--- src/rtl/mic_pkg.sv ---
/*
  Shared constants and types of the interrupt controller: register
  offsets, field positions, reset values, vector numbering, carriers.
  Assumes an 8-bit register port and a core with a PC_W-bit counter.
*/
package mic_pkg;

  // ==========================================================
  // widths
  localparam int ADDR_W = 4;
  localparam int DATA_W = 8;
  localparam int PC_W = 13;
  localparam int NUM_VEC = 7;
  localparam int VEC_W = 3;

  // ==========================================================
  // register offsets
  localparam logic [ADDR_W-1:0] ADDR_GLOBAL_CTRL = 4'h0;
  localparam logic [ADDR_W-1:0] ADDR_GROUP_CTRL = 4'h1;
  localparam logic [ADDR_W-1:0] ADDR_UART1_SPI = 4'h2;
  localparam logic [ADDR_W-1:0] ADDR_TIMER_GROUP0 = 4'h3;
  localparam logic [ADDR_W-1:0] ADDR_TIMER_GROUP1 = 4'h4;
  localparam logic [ADDR_W-1:0] ADDR_EEPROM_LOWVOLT = 4'h5;
  localparam logic [ADDR_W-1:0] ADDR_EDGE_SELECT = 4'h6;

  // ==========================================================
  // field positions
  localparam int FLAG_LSB = 4;
  localparam int EN_LSB = 0;
  localparam int GLB_EN_BIT = 0;
  localparam int EXT_EN_LSB = 1;
  localparam int EXT_FLAG_LSB = 4;
  localparam int EDGE_LSB = 0;

  // ==========================================================
  // reset values
  localparam logic [DATA_W-1:0] REG_RESET = 8'h00;
  localparam logic [DATA_W-1:0] RDATA_IDLE = 8'h00;

  // ==========================================================
  // edge select codes
  localparam logic [1:0] EDGE_OFF = 2'h0;
  localparam logic [1:0] EDGE_RISE = 2'h1;
  localparam logic [1:0] EDGE_FALL = 2'h2;
  localparam logic [1:0] EDGE_BOTH = 2'h3;

  // ==========================================================
  // vector numbers, lower number wins
  localparam logic [VEC_W-1:0] VEC_EXT0 = 3'h0;
  localparam logic [VEC_W-1:0] VEC_EXT1 = 3'h1;
  localparam logic [VEC_W-1:0] VEC_GRP0 = 3'h2;
  localparam logic [VEC_W-1:0] VEC_GRP1 = 3'h3;
  localparam logic [VEC_W-1:0] VEC_GRP2 = 3'h4;
  localparam logic [VEC_W-1:0] VEC_SPI = 3'h5;
  localparam logic [VEC_W-1:0] VEC_UART1 = 3'h6;
  localparam logic [PC_W-1:0] VEC_BASE = 13'h0004;
  localparam logic [PC_W-1:0] VEC_STEP = 13'h0004;

  // ==========================================================
  // carriers
  typedef struct packed {
    logic wr;
    logic rd;
    logic [ADDR_W-1:0] addr;
    logic [DATA_W-1:0] wdata;
  } mic_bus_req_t;

  typedef struct packed {
    logic uart1;
    logic spi;
    logic [3:0] tg0;
    logic [3:0] tg1;
    logic ee_done;
    logic lv_supply;
    logic lv_pin;
  } mic_evt_t;

  typedef struct packed {
    logic take;
    logic [VEC_W-1:0] idx;
    logic [PC_W-1:0] vec_addr;
    logic [PC_W-1:0] push_pc;
  } mic_vec_t;

  typedef struct packed {
    logic glb_en;
    logic [1:0] ext_en;
    logic [1:0] ext_flag;
    logic [3:0] edge_sel;
    logic [2:0] grp_en;
    logic [2:0] grp_flag;
    logic [1:0] us_flag;
    logic [1:0] us_en;
    logic [3:0] tg0_flag;
    logic [3:0] tg0_en;
    logic [3:0] tg1_flag;
    logic [3:0] tg1_en;
    logic [1:0] el_flag;
    logic [1:0] el_en;
    logic [1:0] pin_s1;
    logic [1:0] pin_s2;
    logic [1:0] pin_prev;
    logic [DATA_W-1:0] rdata;
    mic_vec_t vec;
    logic pop;
    logic wake;
  } mic_state_t;

endpackage

--- src/rtl/mic_intc.sv ---
/*
  Interrupt request and enable logic of an 8-bit microcontroller core:
  flags, enables, external edge pins, group flags, arbitration, vector
  hand-off and wake-up.
  Assumes peripherals give one-cycle event pulses on clk_i, the core
  marks instruction boundaries and does the stack push/pop itself.
*/
`timescale 1ns/10ps
`default_nettype none

module mic_intc #(
  parameter logic [mic_pkg::PC_W-1:0] VEC_BASE = mic_pkg::VEC_BASE,
  parameter logic [mic_pkg::PC_W-1:0] VEC_STEP = mic_pkg::VEC_STEP
) (
  // clock and reset
  input wire logic clk_i,
  input wire logic rst_i,
  // register port
  input wire mic_pkg::mic_bus_req_t bus_i,
  output logic [mic_pkg::DATA_W-1:0] rdata_o,
  // peripheral events
  input wire mic_pkg::mic_evt_t evt_i,
  // external pins and their port setup
  input wire logic [1:0] ext_pin_i,
  input wire logic [1:0] pin_func_sel_i,
  input wire logic [1:0] pin_is_input_i,
  // core sequencer and stack
  input wire logic boundary_i,
  input wire logic stack_full_i,
  input wire logic [mic_pkg::PC_W-1:0] pc_next_i,
  input wire logic return_from_irq_i,
  input wire logic sleep_i,
  output mic_pkg::mic_vec_t vec_o,
  output logic stack_pop_o,
  output logic wake_o,
  output logic global_irq_enable_o
);

  // ==========================================================
  // elaboration checks
  localparam int unsigned TOP_ADDR = int'(VEC_BASE) + (mic_pkg::NUM_VEC - 1) * int'(VEC_STEP);

  // refused at elaboration, so a bad table never reaches the core
  if (VEC_STEP == '0 || TOP_ADDR >= (1 << mic_pkg::PC_W)) begin : g_vec_chk
    $error("vector table does not fit the program counter");
  end

  // ==========================================================
  // priority encoder
  function automatic logic [mic_pkg::VEC_W-1:0] pick_vec(input logic [mic_pkg::NUM_VEC-1:0] req);
    logic [mic_pkg::VEC_W-1:0] idx;
    idx = '0;
    for (int i = mic_pkg::NUM_VEC - 1; i >= 0; i--) begin
      if (req[i]) begin
        idx = i[mic_pkg::VEC_W-1:0];
      end
    end
    return idx;
  endfunction

  mic_pkg::mic_state_t q, n;

  // ==========================================================
  // next state
  logic [1:0] ext_hit;
  logic [1:0] us_set;
  logic [3:0] tg0_set;
  logic [3:0] tg1_set;
  logic [1:0] el_set;
  logic [2:0] grp_set;
  logic [mic_pkg::NUM_VEC-1:0] req;
  logic take;
  logic [mic_pkg::VEC_W-1:0] win;
  logic wr_en;
  logic [mic_pkg::DATA_W-1:0] rd_mux;

  always_comb begin
    n = q;
    wr_en = bus_i.wr;

    // pin synchroniser; only pin_s2 onward feeds logic
    n.pin_s1 = ext_pin_i;
    n.pin_s2 = q.pin_s1;
    n.pin_prev = q.pin_s2;

    for (int p = 0; p < 2; p++) begin
      logic rise;
      logic fall;
      logic armed;
      rise = q.pin_s2[p] & ~q.pin_prev[p];
      fall = ~q.pin_s2[p] & q.pin_prev[p];
      armed = q.ext_en[p] & pin_func_sel_i[p] & pin_is_input_i[p];
      case (q.edge_sel[2*p +: 2])
        mic_pkg::EDGE_RISE: ext_hit[p] = armed & rise;
        mic_pkg::EDGE_FALL: ext_hit[p] = armed & fall;
        mic_pkg::EDGE_BOTH: ext_hit[p] = armed & (rise | fall);
        default: ext_hit[p] = 1'b0;
      endcase
    end

    // event pulses become flags one clock later
    us_set = {evt_i.uart1, evt_i.spi};
    tg0_set = evt_i.tg0;
    tg1_set = evt_i.tg1;
    el_set = {evt_i.ee_done, evt_i.lv_supply | evt_i.lv_pin};
    // member sets only reach the group when the member is enabled
    grp_set[0] = |(tg0_set & q.tg0_en);
    grp_set[1] = |(tg1_set & q.tg1_en);
    grp_set[2] = |(el_set & q.el_en);

    // requests in priority order; flags stay even when not taken
    req[mic_pkg::VEC_EXT0] = q.ext_flag[0] & q.ext_en[0];
    req[mic_pkg::VEC_EXT1] = q.ext_flag[1] & q.ext_en[1];
    req[mic_pkg::VEC_GRP0] = q.grp_flag[0] & q.grp_en[0];
    req[mic_pkg::VEC_GRP1] = q.grp_flag[1] & q.grp_en[1];
    req[mic_pkg::VEC_GRP2] = q.grp_flag[2] & q.grp_en[2];
    req[mic_pkg::VEC_SPI] = q.us_flag[0] & q.us_en[0];
    req[mic_pkg::VEC_UART1] = q.us_flag[1] & q.us_en[1];
    win = pick_vec(req);
    take = boundary_i & q.glb_en & ~stack_full_i & (|req);

    // software writes first, then service clears, then hardware sets
    if (wr_en) begin
      case (bus_i.addr)
        mic_pkg::ADDR_GLOBAL_CTRL: begin
          n.glb_en = bus_i.wdata[mic_pkg::GLB_EN_BIT];
          n.ext_en = bus_i.wdata[mic_pkg::EXT_EN_LSB +: 2];
          n.ext_flag = bus_i.wdata[mic_pkg::EXT_FLAG_LSB +: 2];
        end
        mic_pkg::ADDR_GROUP_CTRL: begin
          n.grp_en = bus_i.wdata[mic_pkg::EN_LSB +: 3];
          n.grp_flag = bus_i.wdata[mic_pkg::FLAG_LSB +: 3];
        end
        mic_pkg::ADDR_UART1_SPI: begin
          n.us_en = bus_i.wdata[mic_pkg::EN_LSB +: 2];
          n.us_flag = bus_i.wdata[mic_pkg::FLAG_LSB +: 2];
        end
        mic_pkg::ADDR_TIMER_GROUP0: begin
          n.tg0_en = bus_i.wdata[mic_pkg::EN_LSB +: 4];
          n.tg0_flag = bus_i.wdata[mic_pkg::FLAG_LSB +: 4];
        end
        mic_pkg::ADDR_TIMER_GROUP1: begin
          n.tg1_en = bus_i.wdata[mic_pkg::EN_LSB +: 4];
          n.tg1_flag = bus_i.wdata[mic_pkg::FLAG_LSB +: 4];
        end
        mic_pkg::ADDR_EEPROM_LOWVOLT: begin
          n.el_en = bus_i.wdata[mic_pkg::EN_LSB +: 2];
          n.el_flag = bus_i.wdata[mic_pkg::FLAG_LSB +: 2];
        end
        mic_pkg::ADDR_EDGE_SELECT: begin
          n.edge_sel = bus_i.wdata[mic_pkg::EDGE_LSB +: 4];
        end
        default: begin
        end
      endcase
    end

    if (take) begin
      n.glb_en = 1'b0;
      case (win)
        mic_pkg::VEC_EXT0: n.ext_flag[0] = 1'b0;
        mic_pkg::VEC_EXT1: n.ext_flag[1] = 1'b0;
        // group service leaves the member flags to software
        mic_pkg::VEC_GRP0: n.grp_flag[0] = 1'b0;
        mic_pkg::VEC_GRP1: n.grp_flag[1] = 1'b0;
        mic_pkg::VEC_GRP2: n.grp_flag[2] = 1'b0;
        mic_pkg::VEC_SPI: n.us_flag[0] = 1'b0;
        mic_pkg::VEC_UART1: n.us_flag[1] = 1'b0;
        default: begin
        end
      endcase
    end

    n.ext_flag = n.ext_flag | ext_hit;
    n.us_flag = n.us_flag | us_set;
    n.tg0_flag = n.tg0_flag | tg0_set;
    n.tg1_flag = n.tg1_flag | tg1_set;
    n.el_flag = n.el_flag | el_set;
    n.grp_flag = n.grp_flag | grp_set;

    // only a flag going from clear to set wakes the core
    n.wake = sleep_i & (|(ext_hit & ~q.ext_flag) | |(us_set & ~q.us_flag)
      | |(tg0_set & ~q.tg0_flag) | |(tg1_set & ~q.tg1_flag) | |(el_set & ~q.el_flag)
      | |(grp_set & ~q.grp_flag));

    // core hand-off: push the next pc and jump to the vector
    n.vec.take = take;
    n.vec.idx = take ? win : q.vec.idx;
    n.vec.push_pc = take ? pc_next_i : q.vec.push_pc;
    n.vec.vec_addr = take ? (VEC_BASE + mic_pkg::PC_W'(win) * VEC_STEP) : q.vec.vec_addr;
    n.pop = return_from_irq_i;

    // read data
    case (bus_i.addr)
      mic_pkg::ADDR_GLOBAL_CTRL: rd_mux = {2'h0, q.ext_flag, 1'b0, q.ext_en, q.glb_en};
      mic_pkg::ADDR_GROUP_CTRL: rd_mux = {1'b0, q.grp_flag, 1'b0, q.grp_en};
      mic_pkg::ADDR_UART1_SPI: rd_mux = {2'h0, q.us_flag, 2'h0, q.us_en};
      mic_pkg::ADDR_TIMER_GROUP0: rd_mux = {q.tg0_flag, q.tg0_en};
      mic_pkg::ADDR_TIMER_GROUP1: rd_mux = {q.tg1_flag, q.tg1_en};
      mic_pkg::ADDR_EEPROM_LOWVOLT: rd_mux = {2'h0, q.el_flag, 2'h0, q.el_en};
      mic_pkg::ADDR_EDGE_SELECT: rd_mux = {4'h0, q.edge_sel};
      default: rd_mux = mic_pkg::RDATA_IDLE;
    endcase
    n.rdata = bus_i.rd ? rd_mux : mic_pkg::RDATA_IDLE;
  end

  // ==========================================================
  // state register
  always_ff @(posedge clk_i or posedge rst_i) begin
    if (rst_i) begin
      q <= '0;
    end else begin
      q <= n;
    end
  end

  // ==========================================================
  // outputs
  assign rdata_o = q.rdata;
  assign vec_o = q.vec;
  assign stack_pop_o = q.pop;
  assign wake_o = q.wake;
  assign global_irq_enable_o = q.glb_en;

endmodule

`default_nettype wire

--- config.mk ---
export PLATFORM = sky130hd
export DESIGN_NAME = mic_intc
export DESIGN_NICKNAME = d
export VERILOG_FILES = /design/src/rtl/mic_pkg.sv /design/src/rtl/mic_intc.sv
export SDC_FILE = /design/constraint.sdc
export NUM_CORES = 1
export LEC_CHECK = 0
export ABC_CLOCK_PERIOD_IN_PS = 3400
export BUFFER_PORTS_ARGS = -buffer_cell sky130_fd_sc_hd__buf_4
export CAP_MARGIN = 10
export CORE_ASPECT_RATIO = 1.75
export CORE_UTILIZATION = 56
export CTS_BUF_LIST = sky130_fd_sc_hd__clkbuf_8
export DETAILED_ROUTE_END_ITERATION = 6
export PLACE_DENSITY = 0.81
export SLEW_MARGIN = 15
export SYNTH_ARGS = -nofsm -noshare
export SYNTH_HDL_FRONTEND = slang
export SYNTH_SLANG_ARGS = --single-unit
--- constraint.sdc ---
create_clock -name clk_i -period 3.4 [get_ports clk_i]
set_input_delay 0.68 -clock clk_i [delete_from_list [all_inputs] [get_ports clk_i]]
set_output_delay 0.68 -clock clk_i [all_outputs]
set_load 0.005 [all_outputs]
==> results of run 1 <==
area by class of cell:
cell class / count / area (um2)
multi-input cells: 250 / 1660
clock inverters: 4 / 17.5
clock buffers: 11 / 151
well taps: 84 / 105
repair buffers: 84 / 631
inverters: 27 / 101
fillers: 547 / 2290
flip-flops and latches: 76 / 1900
final timing paths:
kind	endpoint
worst max register to register	q[71]
worst max-delay path	q[71]
worst min register to register	n[41]
max in group asynchronous	q[41]
min in group asynchronous	vec_o[7]
worst min-delay path	n[41]
critical path, stage by stage, from the launching register on:
cell and delay [ns]:
dfrtp_1 0.44, a22oi_1 0.24, and2_1 0.21, a21o_1 0.54
inv_2 0.31, a221o_1 0.42, nand2_1 0.06
state kept, by name, indices dropped and copies added, names as in the netlist:
register             flops
vec_o                   21
stack_pop_o              1
global_irq_enable_o      1
rdata_o                  8
wake_o                   1
q                       40
n                        4
routing by layer:
layer / part of all wire, % / track usage [%] / wire (um)
met1: 37 / 31.6 / 3470
met2: 52 / 43.9 / 4850
met3: 5.5 / 6.30 / 513
met4: 5.9 / 19.9 / 556
met5: 0 / 0 / 0
per-stage QoR:
stage	setup slack (ns)	utilization (%)	cells	hold slack, ns
after floorplan	0.782	-	403	0.331
after global placement	1.15	64.1	521	0.334
after detailed placement	1.07	64.1	521	0.343
after CTS	1.09	66.6	536	0.360
after global routing	0.864	66.6	536	0.366
final	1.10	66.6	536	0.358
where the power goes:
group | total (mW) | leakage, nW | internal (mW) | switching, mW
combinational | 0.740 | 1.28 | 0.395 | 0.345
sequential | 1.27 | 0.898 | 1.10 | 0.168
clock | 0.603 | 0.0976 | 0.293 | 0.310
Yosys cell counts (3+ instances only):
library cell  number  share of area, %
a22o_1             4              0.88
dfrtp_1           76                48
nand3b_1           4              0.75
buf_2              7              0.88
ha_1               9               2.8
nor4_1             3              0.47
mux2_2            22               6.2
buf_4             39               7.3
inv_1             26               2.4
a21oi_1           12               1.5
nand2_1           71               6.7
a22oi_1            6               1.1
and2_1             3              0.47
a221o_1            7               1.8
nor2b_1            3              0.47
o22ai_1            4              0.63
a32oi_1            3              0.66
nand3_1            5              0.63
mux2i_1           12               3.0
o21ai_0            5              0.63
nor2_1            31               2.9
kinds of logic after synthesis:
group                    count (synthesis)
AND/OR/NAND/NOR                        132
buffers and inverters                   77
flip-flops                              76
AO/OA/AOI/OAI                           64
multiplexers                            36
adder cells (fa/ha/maj)                  9
other                                    1
==> flow_summary.yaml, run 1 <==
route:
  drt-total-wl_um: 9390
  first_pass_iters: 4
  remaining_drc_errors: 0
  num_vias: 3043
  ant_nets: 0
  routedWlPerCell_um: 17.5
  drtIter0Drc: 213
  avgViaCountPerCell: 5.68
global_routing:
  grt_pass1_wl_um: 15000
  overflow: 0
  grt.total_usage_pct: 27.5
  grt_pass1_vias: 2991
  antenna_found_initial: 0
  grt_max_degree: 77
finish:
  stdcell_area_um2: 4570
  final_cell_mix: "buf_4 (84), dfrtp_1 (76), nand2_1 (71), nor2_1 (31), inv_1 (27)"
  final_common_cell: "buf_4"
  drive_gt1_share_pct: 29.4
  nets: 509
  area_growth_pct: 14.5
  num_antenna_cells: 0
logic_synthesis:
  yosysWarnings: 0
  ys_seq_area_share_pct: 47.7
  synthArstFlopShare_pct: 100
  synth_fa_ha_area_share_pct: 2.82
  synth_area_um2: 3990
  synth_top_family_by_area: "simple AND/OR/NAND/NOR gates"
  synth-edff-count: 0
  synth-compound-area-share_pct: 12.2
  synth-xor-area-share_pct: 0
  ys_seq_elements: 76
  yosysUniqueCellTypes: 54
  synth_flop_cell: "dfrtp_1"
  synth-simple-area-share_pct: 15.5
  syn-mean-instance-area_um2: 10.1
  synth_mux_area_share_pct: 10.2
  syn_inst: 395
critical_path:
  rr_startpoint: "q[81]"
  worstPathMaxFanout: 21
  arrival_ns: 2.60
  critPathCaptureType: "flop"
  cp-start-kind: "flop"
  startpoint: "q[81]"
  rr_worst_depth: 6
  rrSetupSlack_ns: 1.10
  path_class: "flop to flop"
  required_ns: 3.70
power_and_ir_drop:
  leakage_nw: 2.27
  peakVddDrop_mv: 0.411
  power_mw: 2.61
  power_density_nw_per_um2: 571
sta:
  fin_crit_ns: 2.30
  fmax_mhz: 435
  setup_violations: 0
  tns_ns: 0
  fin_worst_skew_ns: 0.00599
  finalCritPeriodShare_pct: 67.6
  slew_headroom_pct: 36.9
  tightest_slew_ns: 0.946
  hold_viol: 0
  grt_setup_unrepaired: "false"
  slew_violations: 0
hold_path:
  hp-class: "flop to flop"
  hp-start: "n[43]"
  holdPathStages: 0
floorplan:
  die_w_um: 65.8
  pin_count: 93
  fp.dieH_um: 114
  core_area_um2: 6860
  die_area_um2: 7480
  initial_core_util_pct: 58.2
  rows: 40
cts:
  clk_root_buffer_cell: "clkbuf_8"
  clk_pin_slew_ns: 0.07
  h-tree-depth: 3
  cts_hold_buffers: 0
  post_cts_resized: 0
  clk_path_buf_depth: 2
  cts_setup_buffers: 0
  clock_latency_ns: 0.36
  cts_tree: "built"
  cts-buffers-inserted: 9
  cts.sinks: 76
flow_run:
  maxCapViolations: 0
outcome:
  status: "finished, final reports clean"
placed_design:
  gp_congestion: 0.944
  portBuffers: 83
  hpwl_um: 7100
  dpl_cell_area_um2: 4400
(Power assumes the default switching activity.)
==> run 2, diff against run 1 <==
Settings changed: ABC_CLOCK_PERIOD_IN_PS 3400 to 2100, CORE_UTILIZATION 56 to 50, PLACE_DENSITY 0.81 to 0.76.
Clock period 3.4 ns to 2.1 ns, I/O delays scaled along.
==> run 2 against run 1 <==
Net effect:
- setup slack lost 0.92 ns
- clock skew shrank 0.0020 ns
- critical path depth grew 2
- sequential power grew 61%
- worst hold slack lost 0.21 ns
- clock-buffer cell count shrank 1
- critical endpoint unchanged
- combinational power grew 61%
- final cell count grew 0.93%
- largest power group unchanged
- maximum frequency grew 20%
==> flow_summary.yaml, run 2 (synthesized netlist as in run 1, its figures left out) <==
power_and_ir_drop:
  power_density_nw_per_um2: 910
  peakVddDrop_mv: 0.507
  power_mw: 4.18
  leakage_nw: 2.27
finish:
  top_register: "q"
  final_cell_mix: "buf_4 (85), dfrtp_1 (75), nand2_1 (71), nor2_1 (31), inv_1 (27)"
  nets: 511
  final_cells: 541
  drive_gt1_share_pct: 30.0
  num_antenna_cells: 0
  n_fill_cell: 653
  final-seq-area_um2: 1900
  final_common_cell: "buf_4"
  stdcell_area_um2: 4600
  largest_register_ffs: 40
  area_growth_pct: 15.2
  multi_input_area_um2: 1660
floorplan:
  fp.dieH_um: 120
  initial_core_util_pct: 52.4
  pin_count: 93
  die_area_um2: 8360
  core_area_um2: 7620
  die_w_um: 69.5
  rows: 42
global_routing:
  grt_pass1_vias: 2921
  grt_max_degree: 77
  grt.total_usage_pct: 24.0
  grt_pass1_wl_um: 15100
  antenna_found_initial: 0
  overflow: 0
sta:
  fin_worst_skew_ns: 0.00403
  fin_ws_ns: 0.183
  fmax_mhz: 522
  slew_violations: 0
  finalCritPeriodShare_pct: 91.3
  setup_violations: 0
  grt_setup_unrepaired: "false"
  fin_crit_ns: 1.92
  slew_headroom_pct: 66.7
  hold_viol: 0
  tightest_slew_ns: 0.487
  tns_ns: 0
placed_design:
  dpl_cell_area_um2: 4430
  portBuffers: 83
  gp_congestion: 0.955
  dp.cells: 527
  hpwl_um: 7090
  dp_slack_ns: 0.0815
outcome:
  status: "finished, final reports clean"
route:
  routedWlPerCell_um: 17.3
  drt-total-wl_um: 9360
  num_vias: 2993
  avgViaCountPerCell: 5.53
  remaining_drc_errors: 0
  drtIter0Drc: 221
  ant_nets: 0
  first_pass_iters: 6
flow_run:
  maxCapViolations: 0
cts:
  clk_pin_slew_ns: 0.07
  h-tree-depth: 3
  clk_root_buffer_cell: "clkbuf_8"
  cts-buffers-inserted: 9
  clk_path_buf_depth: 2
  clock_latency_ns: 0.37
  cts_tree: "built"
  cts.sinks: 76
critical_path:
  path_class: "flop to flop"
  cp_slowest_stage_delay_ns: 0.43
  critPathCaptureType: "flop"
  required_ns: 2.41
  startpoint: "q[72]"
  cp-start-kind: "flop"
  path_cells: "nand2_1 -> a32o_1 -> a22oi_1 -> a21oi_2 -> ha_1 -> ha_1 -> a221o_1 -> nand2_1"
  worstPathMaxFanout: 5
  arrival_ns: 2.23
  slowest_stage: "dfrtp_2"
  rr_startpoint: "q[72]"
hold_path:
  hp-class: "input pin to async pin"
-- run 2: where the power goes --
part           internal [mW]  total, mW  switching (mW)
Combinational          0.648       1.19           0.544
Clock                  0.436      0.936           0.499
Sequential              1.78       2.05           0.275
-- run 2: worst max-delay path: cells and delay by family (launching register included) --
kind            cells  cell delay [ns]
fa+ha+maj           2             0.41
flops               1             0.43
simple gates        2             0.13
compound gates      4             0.87
-- run 2: path summary, 6_finish.rpt --
check	endpoint	slack, ns	depth (start not counted)
hold / removal	vec_o[18]	0.15	3
min in group clk_i	n[42]	0.16	1
hold reg to reg	n[40]	0.35	0
setup / recovery	q[71]	0.18	8
setup reg to reg	q[71]	0.18	8
max in group asynchronous	q[72]	1.63	3
-- run 2: stage by stage --
| stage | hold slack (ns) | utilization (%) |
|---|---|---|
| floorplan | 0.331 | - |
| global placement | 0.333 | 58.2 |
| detailed placement | 0.336 | 58.2 |
| CTS | 0.145 | 60.3 |
| global route | 0.147 | 60.3 |
| finish | 0.149 | 60.3 |
-- run 2: metal layers --
layer | wire length [um] | GRT usage [%] | share of wire [%] | up-vias
met1 | 3400 | 27.5 | 36 | 1433
met5 | 0 | 0 | 0 | -
met3 | 507 | 4.00 | 5.4 | 21
met2 | 5100 | 41.7 | 54 | 119
li1 | - | - | - | 1420
met4 | 354 | 13.6 | 3.8 | 0
-- run 2: area by class of cell --
type	count	area share [%]
multi-input combinational	250	36.2
tap	88	2.40
timing repair buffer	86	14.3
clock buffer	10	2.99
inverter	27	2.29
sequential	76	41.4
clock inverter	4	0.435
-- run 2: repair_timing --
item,in CTS,in global routing
setup buffers,0,0
hold buffers,0,0
resized for setup,0,2
endpoints found under the setup margin,0,5
